===== src/verilog/exec_pkg.sv =====
package exec_pkg;

  localparam int INSTR_W = 14;
  localparam int PC_W    = 13;
  localparam int DATA_W  = 8;
  localparam int FADDR_W = 7;
  localparam int SP_W    = 3;
  localparam int STACK_N = 8;

  localparam logic [INSTR_W-1:0] MASK_COPY   = 14'h3f00;
  localparam logic [INSTR_W-1:0] CODE_COPY   = 14'h0800;
  localparam logic [INSTR_W-1:0] MASK_STORE  = 14'h3f80;
  localparam logic [INSTR_W-1:0] CODE_STORE  = 14'h0080;
  localparam logic [INSTR_W-1:0] MASK_CONST  = 14'h3c00;
  localparam logic [INSTR_W-1:0] CODE_LOADK  = 14'h3000;
  localparam logic [INSTR_W-1:0] CODE_RETK   = 14'h3400;
  localparam logic [INSTR_W-1:0] MASK_FULL   = 14'h3fff;
  localparam logic [INSTR_W-1:0] CODE_RETIRQ = 14'h0009;
  localparam logic [INSTR_W-1:0] CODE_RETSUB = 14'h0008;
  localparam logic [INSTR_W-1:0] MASK_NOP    = 14'h3f9f;
  localparam logic [INSTR_W-1:0] CODE_NOP    = 14'h0000;
  localparam int                 DEST_BIT    = 7;

  localparam logic [7:0] REG_ACC    = 8'h00;
  localparam logic [7:0] REG_IRQCTL = 8'h04;
  localparam logic [7:0] REG_FLAGS  = 8'h08;
  localparam logic [7:0] REG_PC     = 8'h0c;
  localparam logic [7:0] REG_STACK  = 8'h10;

  localparam int GATE_BIT  = 7;
  localparam int ZERO_BIT  = 0;
  localparam int BUSY_BIT  = 1;
  localparam int BADOP_BIT = 2;

  localparam logic [DATA_W-1:0] RST_ACC    = 8'h00;
  localparam logic [DATA_W-1:0] RST_IRQCTL = 8'h00;
  localparam logic [PC_W-1:0]   RST_PC     = 13'h0000;
  localparam logic [PC_W-1:0]   PC_STEP    = 13'h0001;
  localparam logic [SP_W-1:0]   SP_STEP    = 3'h1;

  typedef enum logic [6:0] {
    OP_NOP    = 7'h01,
    OP_COPY   = 7'h02,
    OP_STORE  = 7'h04,
    OP_LOADK  = 7'h08,
    OP_RETIRQ = 7'h10,
    OP_RETK   = 7'h20,
    OP_RETSUB = 7'h40
  } op_t;

  typedef enum logic [1:0] {
    ST_FETCH = 2'b01,
    ST_FLUSH = 2'b10
  } state_t;

  typedef struct packed {
    logic               valid;
    op_t                op;
    logic               dest;
    logic [FADDR_W-1:0] faddr;
    logic [DATA_W-1:0]  k;
  } exec_t;

endpackage : exec_pkg


===== src/verilog/file_memory.sv =====
`timescale 1ns/100ps
// Write-first: a read of the address being written returns the new byte, which
// removes the hazard of a store followed at once by a copy of the same register
module file_memory (
  input  wire logic                           clk,
  input  wire logic                           rst_n,
  input  wire logic [exec_pkg::FADDR_W-1:0]   rdAddr,
  output logic      [exec_pkg::DATA_W-1:0]    rdData,
  input  wire logic                           wrEn,
  input  wire logic [exec_pkg::FADDR_W-1:0]   wrAddr,
  input  wire logic [exec_pkg::DATA_W-1:0]    wrData
);

  logic [exec_pkg::DATA_W-1:0] mem [2**exec_pkg::FADDR_W];
  logic [exec_pkg::DATA_W-1:0] next_rdData;

  always_comb
  begin
    if (wrEn && (wrAddr == rdAddr))
      next_rdData = wrData;
    else
      next_rdData = mem[rdAddr];
  end

  always_ff @(posedge clk)
  begin
    if (!rst_n)
      rdData <= exec_pkg::RST_ACC;
    else
      rdData <= next_rdData;
  end

  always_ff @(posedge clk)
  begin
    if (wrEn)
      mem[wrAddr] <= wrData;
  end

endmodule : file_memory


===== src/verilog/move_and_return_instruction_exec.sv =====
// Design decisions made here: register access over APB and the register offsets.
`timescale 1ns/100ps
module move_and_return_instruction_exec (
  input  wire logic                          clk,
  input  wire logic                          rst_n,
  input  wire logic [7:0]                    paddr,
  input  wire logic                          psel,
  input  wire logic                          penable,
  input  wire logic                          pwrite,
  input  wire logic [31:0]                   pwdata,
  output logic      [31:0]                   prdata,
  output logic                               pready,
  output logic                               pslverr,
  input  wire logic [exec_pkg::INSTR_W-1:0]  instrWord,
  input  wire logic                          instrValid,
  output logic                               instrReady,
  output logic      [exec_pkg::PC_W-1:0]     fetchAddr,
  output logic      [exec_pkg::DATA_W-1:0]   accumulator,
  output logic                               zeroFlag,
  output logic                               masterIrqGate
);

  exec_pkg::state_t             state;
  exec_pkg::state_t             next_state;
  exec_pkg::exec_t              exec;
  exec_pkg::exec_t              next_exec;
  logic                         next_instrReady;
  logic [exec_pkg::PC_W-1:0]    next_fetchAddr;
  logic [exec_pkg::DATA_W-1:0]  next_accumulator;
  logic                         next_zeroFlag;
  logic [exec_pkg::DATA_W-1:0]  irqCtl;
  logic [exec_pkg::DATA_W-1:0]  next_irqCtl;
  logic                         badOp;
  logic                         next_badOp;
  logic [exec_pkg::PC_W-1:0]    stackMem [exec_pkg::STACK_N];
  logic [exec_pkg::SP_W-1:0]    sp;
  logic [exec_pkg::SP_W-1:0]    next_sp;
  logic                         stackWrEn;
  logic [exec_pkg::SP_W-1:0]    stackWrIdx;
  logic [exec_pkg::PC_W-1:0]    stackTop;
  logic [31:0]                  next_prdata;
  logic                         next_pready;
  logic                         next_pslverr;
  logic                         accept;
  logic                         busWr;
  logic                         isReturn;
  logic                         doPop;
  logic                         ramWrEn;
  logic [exec_pkg::DATA_W-1:0]  ramWrData;
  logic [exec_pkg::DATA_W-1:0]  ramRdData;
  logic                         knownOp;
  logic                         mapped;

  assign masterIrqGate = irqCtl[exec_pkg::GATE_BIT];
  assign accept        = instrReady && instrValid;
  assign busWr         = psel && penable && pready && pwrite;
  assign stackTop      = stackMem[sp - exec_pkg::SP_STEP];
  assign doPop         = exec.valid && ((exec.op == exec_pkg::OP_RETIRQ) ||
                         (exec.op == exec_pkg::OP_RETK) || (exec.op == exec_pkg::OP_RETSUB));

  // Decode of the word on the fetch port
  always_comb
  begin
    next_exec       = '0;
    next_exec.op    = exec_pkg::OP_NOP;
    knownOp         = 1'b1;
    next_exec.valid = accept;
    next_exec.dest  = instrWord[exec_pkg::DEST_BIT];
    next_exec.faddr = instrWord[exec_pkg::FADDR_W-1:0];
    next_exec.k     = instrWord[exec_pkg::DATA_W-1:0];
    if ((instrWord & exec_pkg::MASK_COPY) == exec_pkg::CODE_COPY)
      next_exec.op = exec_pkg::OP_COPY;
    else if ((instrWord & exec_pkg::MASK_STORE) == exec_pkg::CODE_STORE)
      next_exec.op = exec_pkg::OP_STORE;
    // Don't-care bits of constant forms are not looked at
    else if ((instrWord & exec_pkg::MASK_CONST) == exec_pkg::CODE_LOADK)
      next_exec.op = exec_pkg::OP_LOADK;
    else if ((instrWord & exec_pkg::MASK_CONST) == exec_pkg::CODE_RETK)
      next_exec.op = exec_pkg::OP_RETK;
    else if ((instrWord & exec_pkg::MASK_FULL) == exec_pkg::CODE_RETIRQ)
      next_exec.op = exec_pkg::OP_RETIRQ;
    else if ((instrWord & exec_pkg::MASK_FULL) == exec_pkg::CODE_RETSUB)
      next_exec.op = exec_pkg::OP_RETSUB;
    else if ((instrWord & exec_pkg::MASK_NOP) == exec_pkg::CODE_NOP)
      next_exec.op = exec_pkg::OP_NOP;
    else
      knownOp = 1'b0;
    isReturn = (next_exec.op == exec_pkg::OP_RETIRQ) || (next_exec.op == exec_pkg::OP_RETK) ||
               (next_exec.op == exec_pkg::OP_RETSUB);
  end

  // Sequencing: a return blocks fetch for its second cycle
  always_comb
  begin
    next_state     = state;
    next_fetchAddr = fetchAddr;
    case (state)
      exec_pkg::ST_FETCH:
      begin
        if (accept)
        begin
          next_fetchAddr = fetchAddr + exec_pkg::PC_STEP;
          if (isReturn)
            next_state = exec_pkg::ST_FLUSH;
        end
        else if (busWr && (paddr == exec_pkg::REG_PC))
          next_fetchAddr = pwdata[exec_pkg::PC_W-1:0];
      end
      exec_pkg::ST_FLUSH:
      begin
        next_state = exec_pkg::ST_FETCH;
        if (doPop)
          next_fetchAddr = stackTop;
      end
      default:
        next_state = exec_pkg::ST_FETCH;
    endcase
    next_instrReady = (next_state == exec_pkg::ST_FETCH);
  end

  // Execute stage: file data arrives from the registered read one cycle after accept
  always_comb
  begin
    next_accumulator = accumulator;
    next_zeroFlag    = zeroFlag;
    next_irqCtl      = irqCtl;
    next_badOp       = badOp;
    ramWrEn          = 1'b0;
    ramWrData        = accumulator;
    if (busWr && (paddr == exec_pkg::REG_ACC))
      next_accumulator = pwdata[exec_pkg::DATA_W-1:0];
    if (busWr && (paddr == exec_pkg::REG_IRQCTL))
      next_irqCtl = pwdata[exec_pkg::DATA_W-1:0];
    if (busWr && (paddr == exec_pkg::REG_FLAGS))
    begin
      next_zeroFlag = pwdata[exec_pkg::ZERO_BIT];
      if (pwdata[exec_pkg::BADOP_BIT])
        next_badOp = 1'b0;
    end
    // Unknown words run as no operation but leave a sticky mark; setting wins
    if (accept && !knownOp)
      next_badOp = 1'b1;
    if (exec.valid)
    begin
      case (exec.op)
        exec_pkg::OP_COPY:
        begin
          next_zeroFlag = (ramRdData == '0);
          if (exec.dest)
          begin
            ramWrEn   = 1'b1;
            ramWrData = ramRdData;
          end
          else
            next_accumulator = ramRdData;
        end
        exec_pkg::OP_STORE:
          ramWrEn = 1'b1;
        exec_pkg::OP_LOADK:
          next_accumulator = exec.k;
        exec_pkg::OP_RETK:
          next_accumulator = exec.k;
        exec_pkg::OP_RETIRQ:
          next_irqCtl[exec_pkg::GATE_BIT] = 1'b1;
        default:
          next_accumulator = next_accumulator;
      endcase
    end
  end

  // Stack: a pop and a bus push in one cycle replace the top entry
  always_comb
  begin
    next_sp    = sp;
    stackWrEn  = busWr && (paddr == exec_pkg::REG_STACK);
    stackWrIdx = sp;
    if (doPop && stackWrEn)
      stackWrIdx = sp - exec_pkg::SP_STEP;
    else if (doPop)
      next_sp = sp - exec_pkg::SP_STEP;
    else if (stackWrEn)
      next_sp = sp + exec_pkg::SP_STEP;
  end

  // APB slave: read data captured in the setup cycle, zero wait states
  always_comb
  begin
    mapped       = 1'b1;
    next_prdata  = '0;
    case (paddr)
      exec_pkg::REG_ACC:    next_prdata[exec_pkg::DATA_W-1:0] = accumulator;
      exec_pkg::REG_IRQCTL: next_prdata[exec_pkg::DATA_W-1:0] = irqCtl;
      exec_pkg::REG_FLAGS:
      begin
        next_prdata[exec_pkg::ZERO_BIT]  = zeroFlag;
        next_prdata[exec_pkg::BUSY_BIT]  = exec.valid || (state != exec_pkg::ST_FETCH);
        next_prdata[exec_pkg::BADOP_BIT] = badOp;
      end
      exec_pkg::REG_PC:     next_prdata[exec_pkg::PC_W-1:0] = fetchAddr;
      exec_pkg::REG_STACK:  next_prdata[exec_pkg::PC_W-1:0] = stackTop;
      default:              mapped = 1'b0;
    endcase
    next_pready  = psel && !penable;
    next_pslverr = psel && !penable && !mapped;
    if (!(psel && !penable))
      next_prdata = prdata;
  end

  always_ff @(posedge clk)
  begin
    if (!rst_n)
    begin
      state       <= exec_pkg::ST_FETCH;
      exec        <= '0;
      instrReady  <= 1'b1;
      fetchAddr   <= exec_pkg::RST_PC;
      accumulator <= exec_pkg::RST_ACC;
      zeroFlag    <= 1'b0;
      irqCtl      <= exec_pkg::RST_IRQCTL;
      badOp       <= 1'b0;
      sp          <= '0;
      prdata      <= '0;
      pready      <= 1'b0;
      pslverr     <= 1'b0;
    end
    else
    begin
      state       <= next_state;
      exec        <= next_exec;
      instrReady  <= next_instrReady;
      fetchAddr   <= next_fetchAddr;
      accumulator <= next_accumulator;
      zeroFlag    <= next_zeroFlag;
      irqCtl      <= next_irqCtl;
      badOp       <= next_badOp;
      sp          <= next_sp;
      prdata      <= next_prdata;
      pready      <= next_pready;
      pslverr     <= next_pslverr;
    end
  end

  always_ff @(posedge clk)
  begin
    if (stackWrEn)
      stackMem[stackWrIdx] <= pwdata[exec_pkg::PC_W-1:0];
  end

  file_memory u_file_memory (
    .clk    (clk),
    .rst_n  (rst_n),
    .rdAddr (instrWord[exec_pkg::FADDR_W-1:0]),
    .rdData (ramRdData),
    .wrEn   (ramWrEn),
    .wrAddr (exec.faddr),
    .wrData (ramWrData)
  );

  logic busFlags;
  logic busAcc;
  assign busFlags = busWr && (paddr == exec_pkg::REG_FLAGS);
  assign busAcc   = busWr && (paddr == exec_pkg::REG_ACC);
endmodule : move_and_return_instruction_exec


===== config.mk =====
export PLATFORM = sky130hd
export DESIGN_NAME = move_and_return_instruction_exec
export DESIGN_NICKNAME = d
export VERILOG_FILES = /design/src/verilog/exec_pkg.sv /design/src/verilog/file_memory.sv /design/src/verilog/move_and_return_instruction_exec.sv
export SDC_FILE = /design/constraint.sdc
export NUM_CORES = 1
export LEC_CHECK = 0
export BUFFER_PORTS_ARGS = -buffer_cell sky130_fd_sc_hd__buf_2
export CELL_PAD_IN_SITES_DETAIL_PLACEMENT = 0
export CELL_PAD_IN_SITES_GLOBAL_PLACEMENT = 2
export CORE_MARGIN = 4
export CORE_UTILIZATION = 52
export DETAILED_ROUTE_END_ITERATION = 8
export PLACE_DENSITY = 0.83
export SYNTH_ARGS = -nofsm -noshare
export SYNTH_HDL_FRONTEND = slang
export SYNTH_SLANG_ARGS = --single-unit

===== constraint.sdc =====
create_clock -name clk -period 6.44 [get_ports clk]
set_input_delay 0 -clock clk [delete_from_list [all_inputs] [get_ports clk]]
set_output_delay 0 -clock clk [all_outputs]
set_load 0.05 [all_outputs]

==> results of run 1 <==
[report_power, final]
| group | internal, mW | total [mW] | switching [mW] |
|---|---|---|---|
| sequential | 8.46 | 8.49 | 0.0321 |
| clock | 3.88 | 6.75 | 2.88 |
| combinational | 0.207 | 0.627 | 0.420 |
[cells in the mapped netlist, drive strengths merged (10+ instances only)]
library cell  instances
mux2i               208
dfxtp                76
and2                 16
edfxtp             1128
buf                  95
o21ai                41
a22oi                12
a211oi               38
o22ai                72
a2111oi              16
a22o                 11
xnor2                13
mux4                207
nor2b                15
a2bb2oi              14
a211o                10
mux2                 44
clkbuf               71
nor3                 24
nand3                31
inv                  14
nand2                92
o221ai               11
xor2                 11
a21oi                37
o211ai               10
nor2                218
[worst max-delay path: cells and delay by family (launching register included)]
kind | cells | cell delay [ns]
buffers and inverters | 1 | 0.76
DFF | 1 | 0.57
muxes | 1 | 0.86
and+or+nand+nor | 2 | 1.69
[cell families (layout without fill, tap and decap cells)]
group                      count (synthesis)  after routing  share of synthesized area, %
DFF                                     1204           1204                         73.50
muxes                                    459            459                         15.14
and+or+nand+nor                          454            454                         4.240
AOI/OAI and AO/OA                        313            313                         4.529
buffers and inverters                    181            413                         2.042
xor gates and xnor gates                  24             24                        0.4365
adders and majority gates                  4              4                        0.1039
other                                      1             19                      0.007787
[routing by layer]
layer  up-vias  wire, um  GRT usage, %
met2      1163     61050         42.17
met4         0      4525         8.351
met1     13443     48490         33.92
met5         -         0             0
li1      10974         -             -
met3       229      9426         4.628
[cell type report]
class | instances | area share, %
clock buffers | 158 | 6.053
clock inverters | 63 | 1.019
inverters | 15 | 0.1042
multi-input cells | 1273 | 22.03
flip-flops and latches | 1204 | 65.50
well taps | 1243 | 2.878
repair buffers | 177 | 2.413
[flip-flops by register name, indices dropped and copies added, names as in the netlist]
register	flops
prdata	13
accumulator	8
pslverr	1
badOp	1
sp	3
irqCtl	8
u_file_memory.rdData	8
zeroFlag	1
state	2
stackMem	104
pready	1
exec	16
u_file_memory.mem	1024
instrReady	1
fetchAddr	13
[metrics by stage]
step / setup slack [ns] / area (sq um)
6_report: 2.149 / 54040
5_1_grt: 1.902 / 54040
4_1_cts: 2.219 / 54040
3_5_place_dp: 2.294 / 49810
2_1_floorplan: 2.875 / 48220
3_3_place_gp: 2.356 / 49810
[path summary, 6_finish.rpt]
check | to | slack [ns]
setup / recovery | u_file_memory.mem[84][4]$_DFFE_PP_ | 2.15
hold / removal | exec[20]$_SDFF_PN0_ | 0.15
setup reg to reg | u_file_memory.mem[84][4]$_DFFE_PP_ | 2.15
hold reg to reg | irqCtl[1]$_SDFFE_PN0P_ | 0.49
[what timing repair did]
action | 4_1_cts | 5_1_grt
hold buffers | 40 | 0
endpoints found under the setup margin | 0 | 0
hold endpoints to repair | 172 | 0
==> results.ini, run 1 <==
[finish]
layout_common_cells = 1128 x edfxtp_1, 218 x nor2_1, 208 x mux2i_1, 193 x mux4_2, 124 x clkbuf_16
area_growth_pct = 12.21
final_util_pct = 58.86
fill_cells = 6693
multiInputGateArea_sq_um = 11900
final_common_cell = edfxtp_1
seq_area_sq_um = 35400
drive_gt1_share_pct = 19.41
final_cells = 4133
fin_nets = 2854
n_antenna_cell = 0

[synthesis]
synthFlopType = edfxtp_1
synth_top_cell_area_share_pct = 70.34
syn_avg_cell_area_sq_um = 18.24
synth-seq-cells = 1204
ys_async_sr_fraction_pct = 0
synth_cell_types = 70
netlist.top_cell.by_area = edfxtp_1
netlist_area_sq_um = 48160
synthTopCellsByArea = edfxtp_1 70%, mux4_2 9.0%, mux2i_1 4.3%
yosys_warnings = 0
netlist_instances = 2640
ys_seq_area_share_pct = 73.50
synth_edf_count = 1128

[clock_tree]
clk_latency_ns = 0.71
root_buffer = clkbuf_16
clockBufferDepth = 3
htreeDepth = 3
clk_pin_slew_ns = 0.06
cts_buffers = 119
postCtsSetupRepairBufs = 0
post_cts_resized = 0
cts_tree = built
clock_sinks = 1204

[outcome]
status = finished clean

[placed_design]
dpl.cell_count = 3872
dp_hpwl_mm = 75.80
gp_congestion = 0.8211
port_buffers = 79

[drt]
viasPerCell = 6.245
drc = 0
drtAntennaViolNets = 0
dr.pass1.iters = 5
wl_per_cell_um = 29.88
wirelength_mm = 123.5
drtIter0Drc = 2890
vias = 25809

[floorplanning]
dieArea_sq_um = 97540
start_util_pct = 52.46
ios = 118
num_rows = 111
core_sq_um = 91800
die-height_um = 312.3
die_x_um = 312.3

[timing]
fin_crit_ns = 4.291
hold_viol = 0
rsz0062_at_grt = no
finalClockSkew_ns = 0.03529
slew_violations = 0
tightest_slew_ns = 1.226
fmax_mhz = 233.0
slew_headroom_pct = 17.36
setup_tns_ns = 0
finalSetupViolCount = 0
whs_ns = 0.1511
period_share_pct = 66.64

[global_route]
grt_pass1_wl_mm = 179.5
grt_pass1_vias = 25902
antenna_found_initial = 0
grt.overflow.total = 0
grtUsageTotal_pct = 25.24
grt_max_degree = 95

[power]
powerDensity_nw_per_um2 = 293.7
power_mw = 15.87
vdd_drop_max_uv = 231.3
p_leak_nw = 15.61

[setup_path]
worst-path-max-fanout = 70
cp.required_ns = 6.82
worstPathArrival_ns = 4.67
cp_cell_sequence = nor4b_1, nand3_1, mux2_4, buf_4
worstSetupPathType = reg -> reg
cp-start-kind = flip-flop
startpoint = exec[23]$_SDFF_PN0_
endpoint_kind = flip-flop
crit_path_top_delay_cell = nor4b_1
r2r_start = exec[23]$_SDFF_PN0_
max_stage_delay_ns = 0.99
r2r_cells = 4

[worst_hold_path]
min_path_cells = 4
min_path_type = in -> reg
holdCritStartpoint = instrWord[0]

[flow_run]
cap_violations = 0

Power figures use the tool's default switching activity.
==> inputs of run 2 (changes only) <==
--- a/config.mk
+++ b/config.mk
@@ -5,13 +5,14 @@
 export SDC_FILE = /design/constraint.sdc
 export NUM_CORES = 1
 export LEC_CHECK = 0
+export ABC_AREA = 1
 export BUFFER_PORTS_ARGS = -buffer_cell sky130_fd_sc_hd__buf_2
 export CELL_PAD_IN_SITES_DETAIL_PLACEMENT = 0
 export CELL_PAD_IN_SITES_GLOBAL_PLACEMENT = 2
 export CORE_MARGIN = 4
-export CORE_UTILIZATION = 52
+export CORE_UTILIZATION = 37
 export DETAILED_ROUTE_END_ITERATION = 8
-export PLACE_DENSITY = 0.83
+export PLACE_DENSITY = 0.74
 export SYNTH_ARGS = -nofsm -noshare
 export SYNTH_HDL_FRONTEND = slang
 export SYNTH_SLANG_ARGS = --single-unit
==> constraint.sdc (replaced) <==
create_clock -name clk -period 3.7 [get_ports clk]
set_input_delay 0 -clock clk [delete_from_list [all_inputs] [get_ports clk]]
set_output_delay 0 -clock clk [all_outputs]
set_load 0.05 [all_outputs]
==> run 2 against run 1 <==
Net effect:
- critical path depth up 7
- via count grew 36%
- register-to-register slack got worse by 1.7 ns
- die area is 49% higher
- flip-flop and latch count is the same
- sequential share of layout area fell by 6.0 points
- final cell count is 76% higher
- critical path type is now in -> reg
- critical endpoint is now irqCtl[6]$_SDFFE_PN0P_
- largest power group unchanged
==> results.ini, run 2 <==
[worst_hold_path]
worstHoldEndpoint = prdata[4]$_SDFFE_PN0P_
min_path_type = in -> reg
holdCritStartpoint = paddr[7]
min_path_cells = 9

[finish]
layout_common_cells = 2052 x nand2_1, 1128 x edfxtp_1, 463 x inv_1, 339 x nor2_1, 325 x nand3_1
largest_reg_flops = 1024
drive_gt1_share_pct = 8.576
final_common_cell = nand2_1
reg.largest.list = u_file_memory.mem: 1024 flops, stackMem: 104 flops, exec: 16 flops
regMostFlops = u_file_memory.mem
fin_nets = 5367
area_growth_pct = 15.36

[setup_path]
worstSetupPathType = in -> reg
r2r_slack_ns = 0.48
cp-start-kind = primary input
worst-path-max-fanout = 9
r2r_start = pready$_SDFF_PN0_
rr_endpoint = irqCtl[6]$_SDFFE_PN0P_
endpoint_kind = flip-flop
r2r_cells = 7
worstPathArrival_ns = 4.11
cp.required_ns = 4.40

[drt]
dr.pass1.iters = 5
drtIter0Drc = 2484
wirelength_mm = 149.6
viasPerCell = 4.845
wl_per_cell_um = 20.60
vias = 35191
drc = 0
drtAntennaViolNets = 0

[timing]
tightest_slew_ns = 0.9010
fmax_mhz = 292.9
rsz0062_at_grt = no
finalClockSkew_ns = 0.02895
period_share_pct = 92.27
slew_headroom_pct = 39.71
hold_viol = 0
fin_crit_ns = 3.414
slew_violations = 0
finalSetupViolCount = 0
setup_slack_ns = 0.2861
setup_tns_ns = 0

[global_route]
grtUsageMet2_pct = 33.96
grtUsageMet3_pct = 3.056
grt.busiest_layer = met2
use_met1_pct = 27.91
grt_pass1_vias = 33925
grt_pass1_wl_mm = 222.1
grtUsageTotal_pct = 20.34
antenna_found_initial = 2
grt.overflow.total = 0
grt_max_degree = 130

[clock_tree]
postCtsSetupRepairBufs = 0
cts_tree = built
clk_latency_ns = 0.76
htreeDepth = 4
root_buffer = clkbuf_16
cts_buffers = 135
clock_sinks = 1204
clockBufferDepth = 3
clk_pin_slew_ns = 0.06

[floorplanning]
ios = 118
dieArea_sq_um = 145500
core_sq_um = 138000
die_x_um = 381.4
die-height_um = 381.4
num_rows = 136
start_util_pct = 37.38

[placed_design]
gp_congestion = 0.7935
port_buffers = 79
dp_hpwl_mm = 88.11
post-place-ws_ns = 0.7375

[synthesis]
synth_top_cell_area_share_pct = 65.66
yosysMostFrequentCell = nand2_1
netlist_instances = 5092
synth_edf_count = 1128
synth_xor_xnor_area_share_pct = 0.2886
synth-simple-area-share_pct = 21.05
synthAdderAreaFrac_pct = 0.09702
synthFlopType = edfxtp_1
synth_cell_types = 39
synthTopCellsByArea = edfxtp_1 66%, nand2_1 15%, inv_1 3.4%
synth-seq-cells = 1204
synthTopCellsByCount = 2053 x nand2_1, 1128 x edfxtp_1, 464 x inv_1
ys_seq_area_share_pct = 68.61
syn_avg_cell_area_sq_um = 10.13
netlist.top_cell.by_area = edfxtp_1
yosys_warnings = 0
ys_async_sr_fraction_pct = 0
synth_mux_area_share_pct = 0.02183
netlist_area_sq_um = 51590
synth_compound_area_share_pct = 3.869
synth_top_family_by_area = simple AND/OR/NAND/NOR gates

[outcome]
status = finished clean

[power]
p_leak_nw = 24.17
powerDensity_nw_per_um2 = 489.5
vdd_drop_max_uv = 438.7

[flow_run]
cap_violations = 0

## run 2: changes by cell type in the layout (fill, tap and decap cells not counted), sizes merged, moves of 98 or more
cell and change:
inv +456, nor2 +127, buf +124, o21ai +98, mux2i -208, nand3 +295
a21oi +125, nand2 +1962, mux4 -207
## run 2: worst max-delay path, stage by stage
cell and delay [ns]:
dlygate4sd3_1 0.53, buf_2 0.12, nor2_2 0.09, dlygate4sd3_1 0.62
nand4_1 0.14, dlygate4sd3_1 0.62, nor2_1 0.43, dlygate4sd3_1 0.78
o21ai_0 0.12, nor2_1 0.11, dlygate4sd3_1 0.54
## run 2: what timing repair did
action,4_1_cts,5_1_grt
hold buffers,55,0
setup endpoints to repair,0,0
hold endpoints to repair,178,0
gates resized for setup,0,0
## run 2: worst max path at each step
stage                     slack, ns                                  to  cells past startpoint                 from
final                          0.29              irqCtl[6]$_SDFFE_PN0P_                     11             paddr[0]
after detailed placement       0.74  u_file_memory.mem[81][4]$_DFFE_PP_                      7  exec[23]$_SDFF_PN0_
after floorplan               -1.30   u_file_memory.mem[0][4]$_DFFE_PP_                      6  exec[20]$_SDFF_PN0_
after global routing           0.04              irqCtl[6]$_SDFFE_PN0P_                     11             paddr[0]
after CTS                      0.35              irqCtl[6]$_SDFFE_PN0P_                     11             paddr[0]
after global placement         0.81  u_file_memory.mem[37][4]$_DFFE_PP_                      7  exec[23]$_SDFF_PN0_
## run 2: cells by family (layout without fill, tap and decap cells)
logic type	Yosys count	after routing
buffers and inverters	735	1024
DFF	1204	1204
AOI/OAI and AO/OA	372	372
other	1	21
and+or+nand+nor	2758	2758
muxes	1	1
xor gates and xnor gates	17	17
adders and majority gates	4	4
## run 2: metal layers
layer / vias up / share of wire, % / wire length, um
met3: 207 / 4.6 / 6949
li1: 17104 / - / -
met5: - / 0.0087 / 13
met1: 17087 / 46 / 68100
met2: 791 / 48 / 71410
met4: 2 / 2.1 / 3157
## run 2: report_power, final
part,total (mW),switching [mW],internal (mW)
registers,14.8,0.0379,14.7
logic,1.60,1.18,0.417
clock network,12.8,5.32,7.45
total,29.1,6.54,22.6
## run 2: layout make-up
class	instances	area, sq um
antenna	2	5.005
clock buffer	175	3676
clock inverter	58	457.9
fill	13216	78490
inverter	475	1804
multi-input combinational	3171	13250
sequential	1204	35390
tap	1863	2331
timing repair buffer	316	2595
## run 2: through the flow
stage	cells	util [%]	total power, mW	instance area, sq um	hold slack (ns)
floorplan	5110	-	16.03	51660	0.07931
global placement	6974	39.72	16.63	54820	0.2415
detailed placement	6974	39.72	16.63	54820	0.2467
CTS	7262	43.12	29.44	59500	0.01166
global route	7262	43.12	30.15	59500	0.09517
finish	7264	43.12	29.13	59510	0.06502
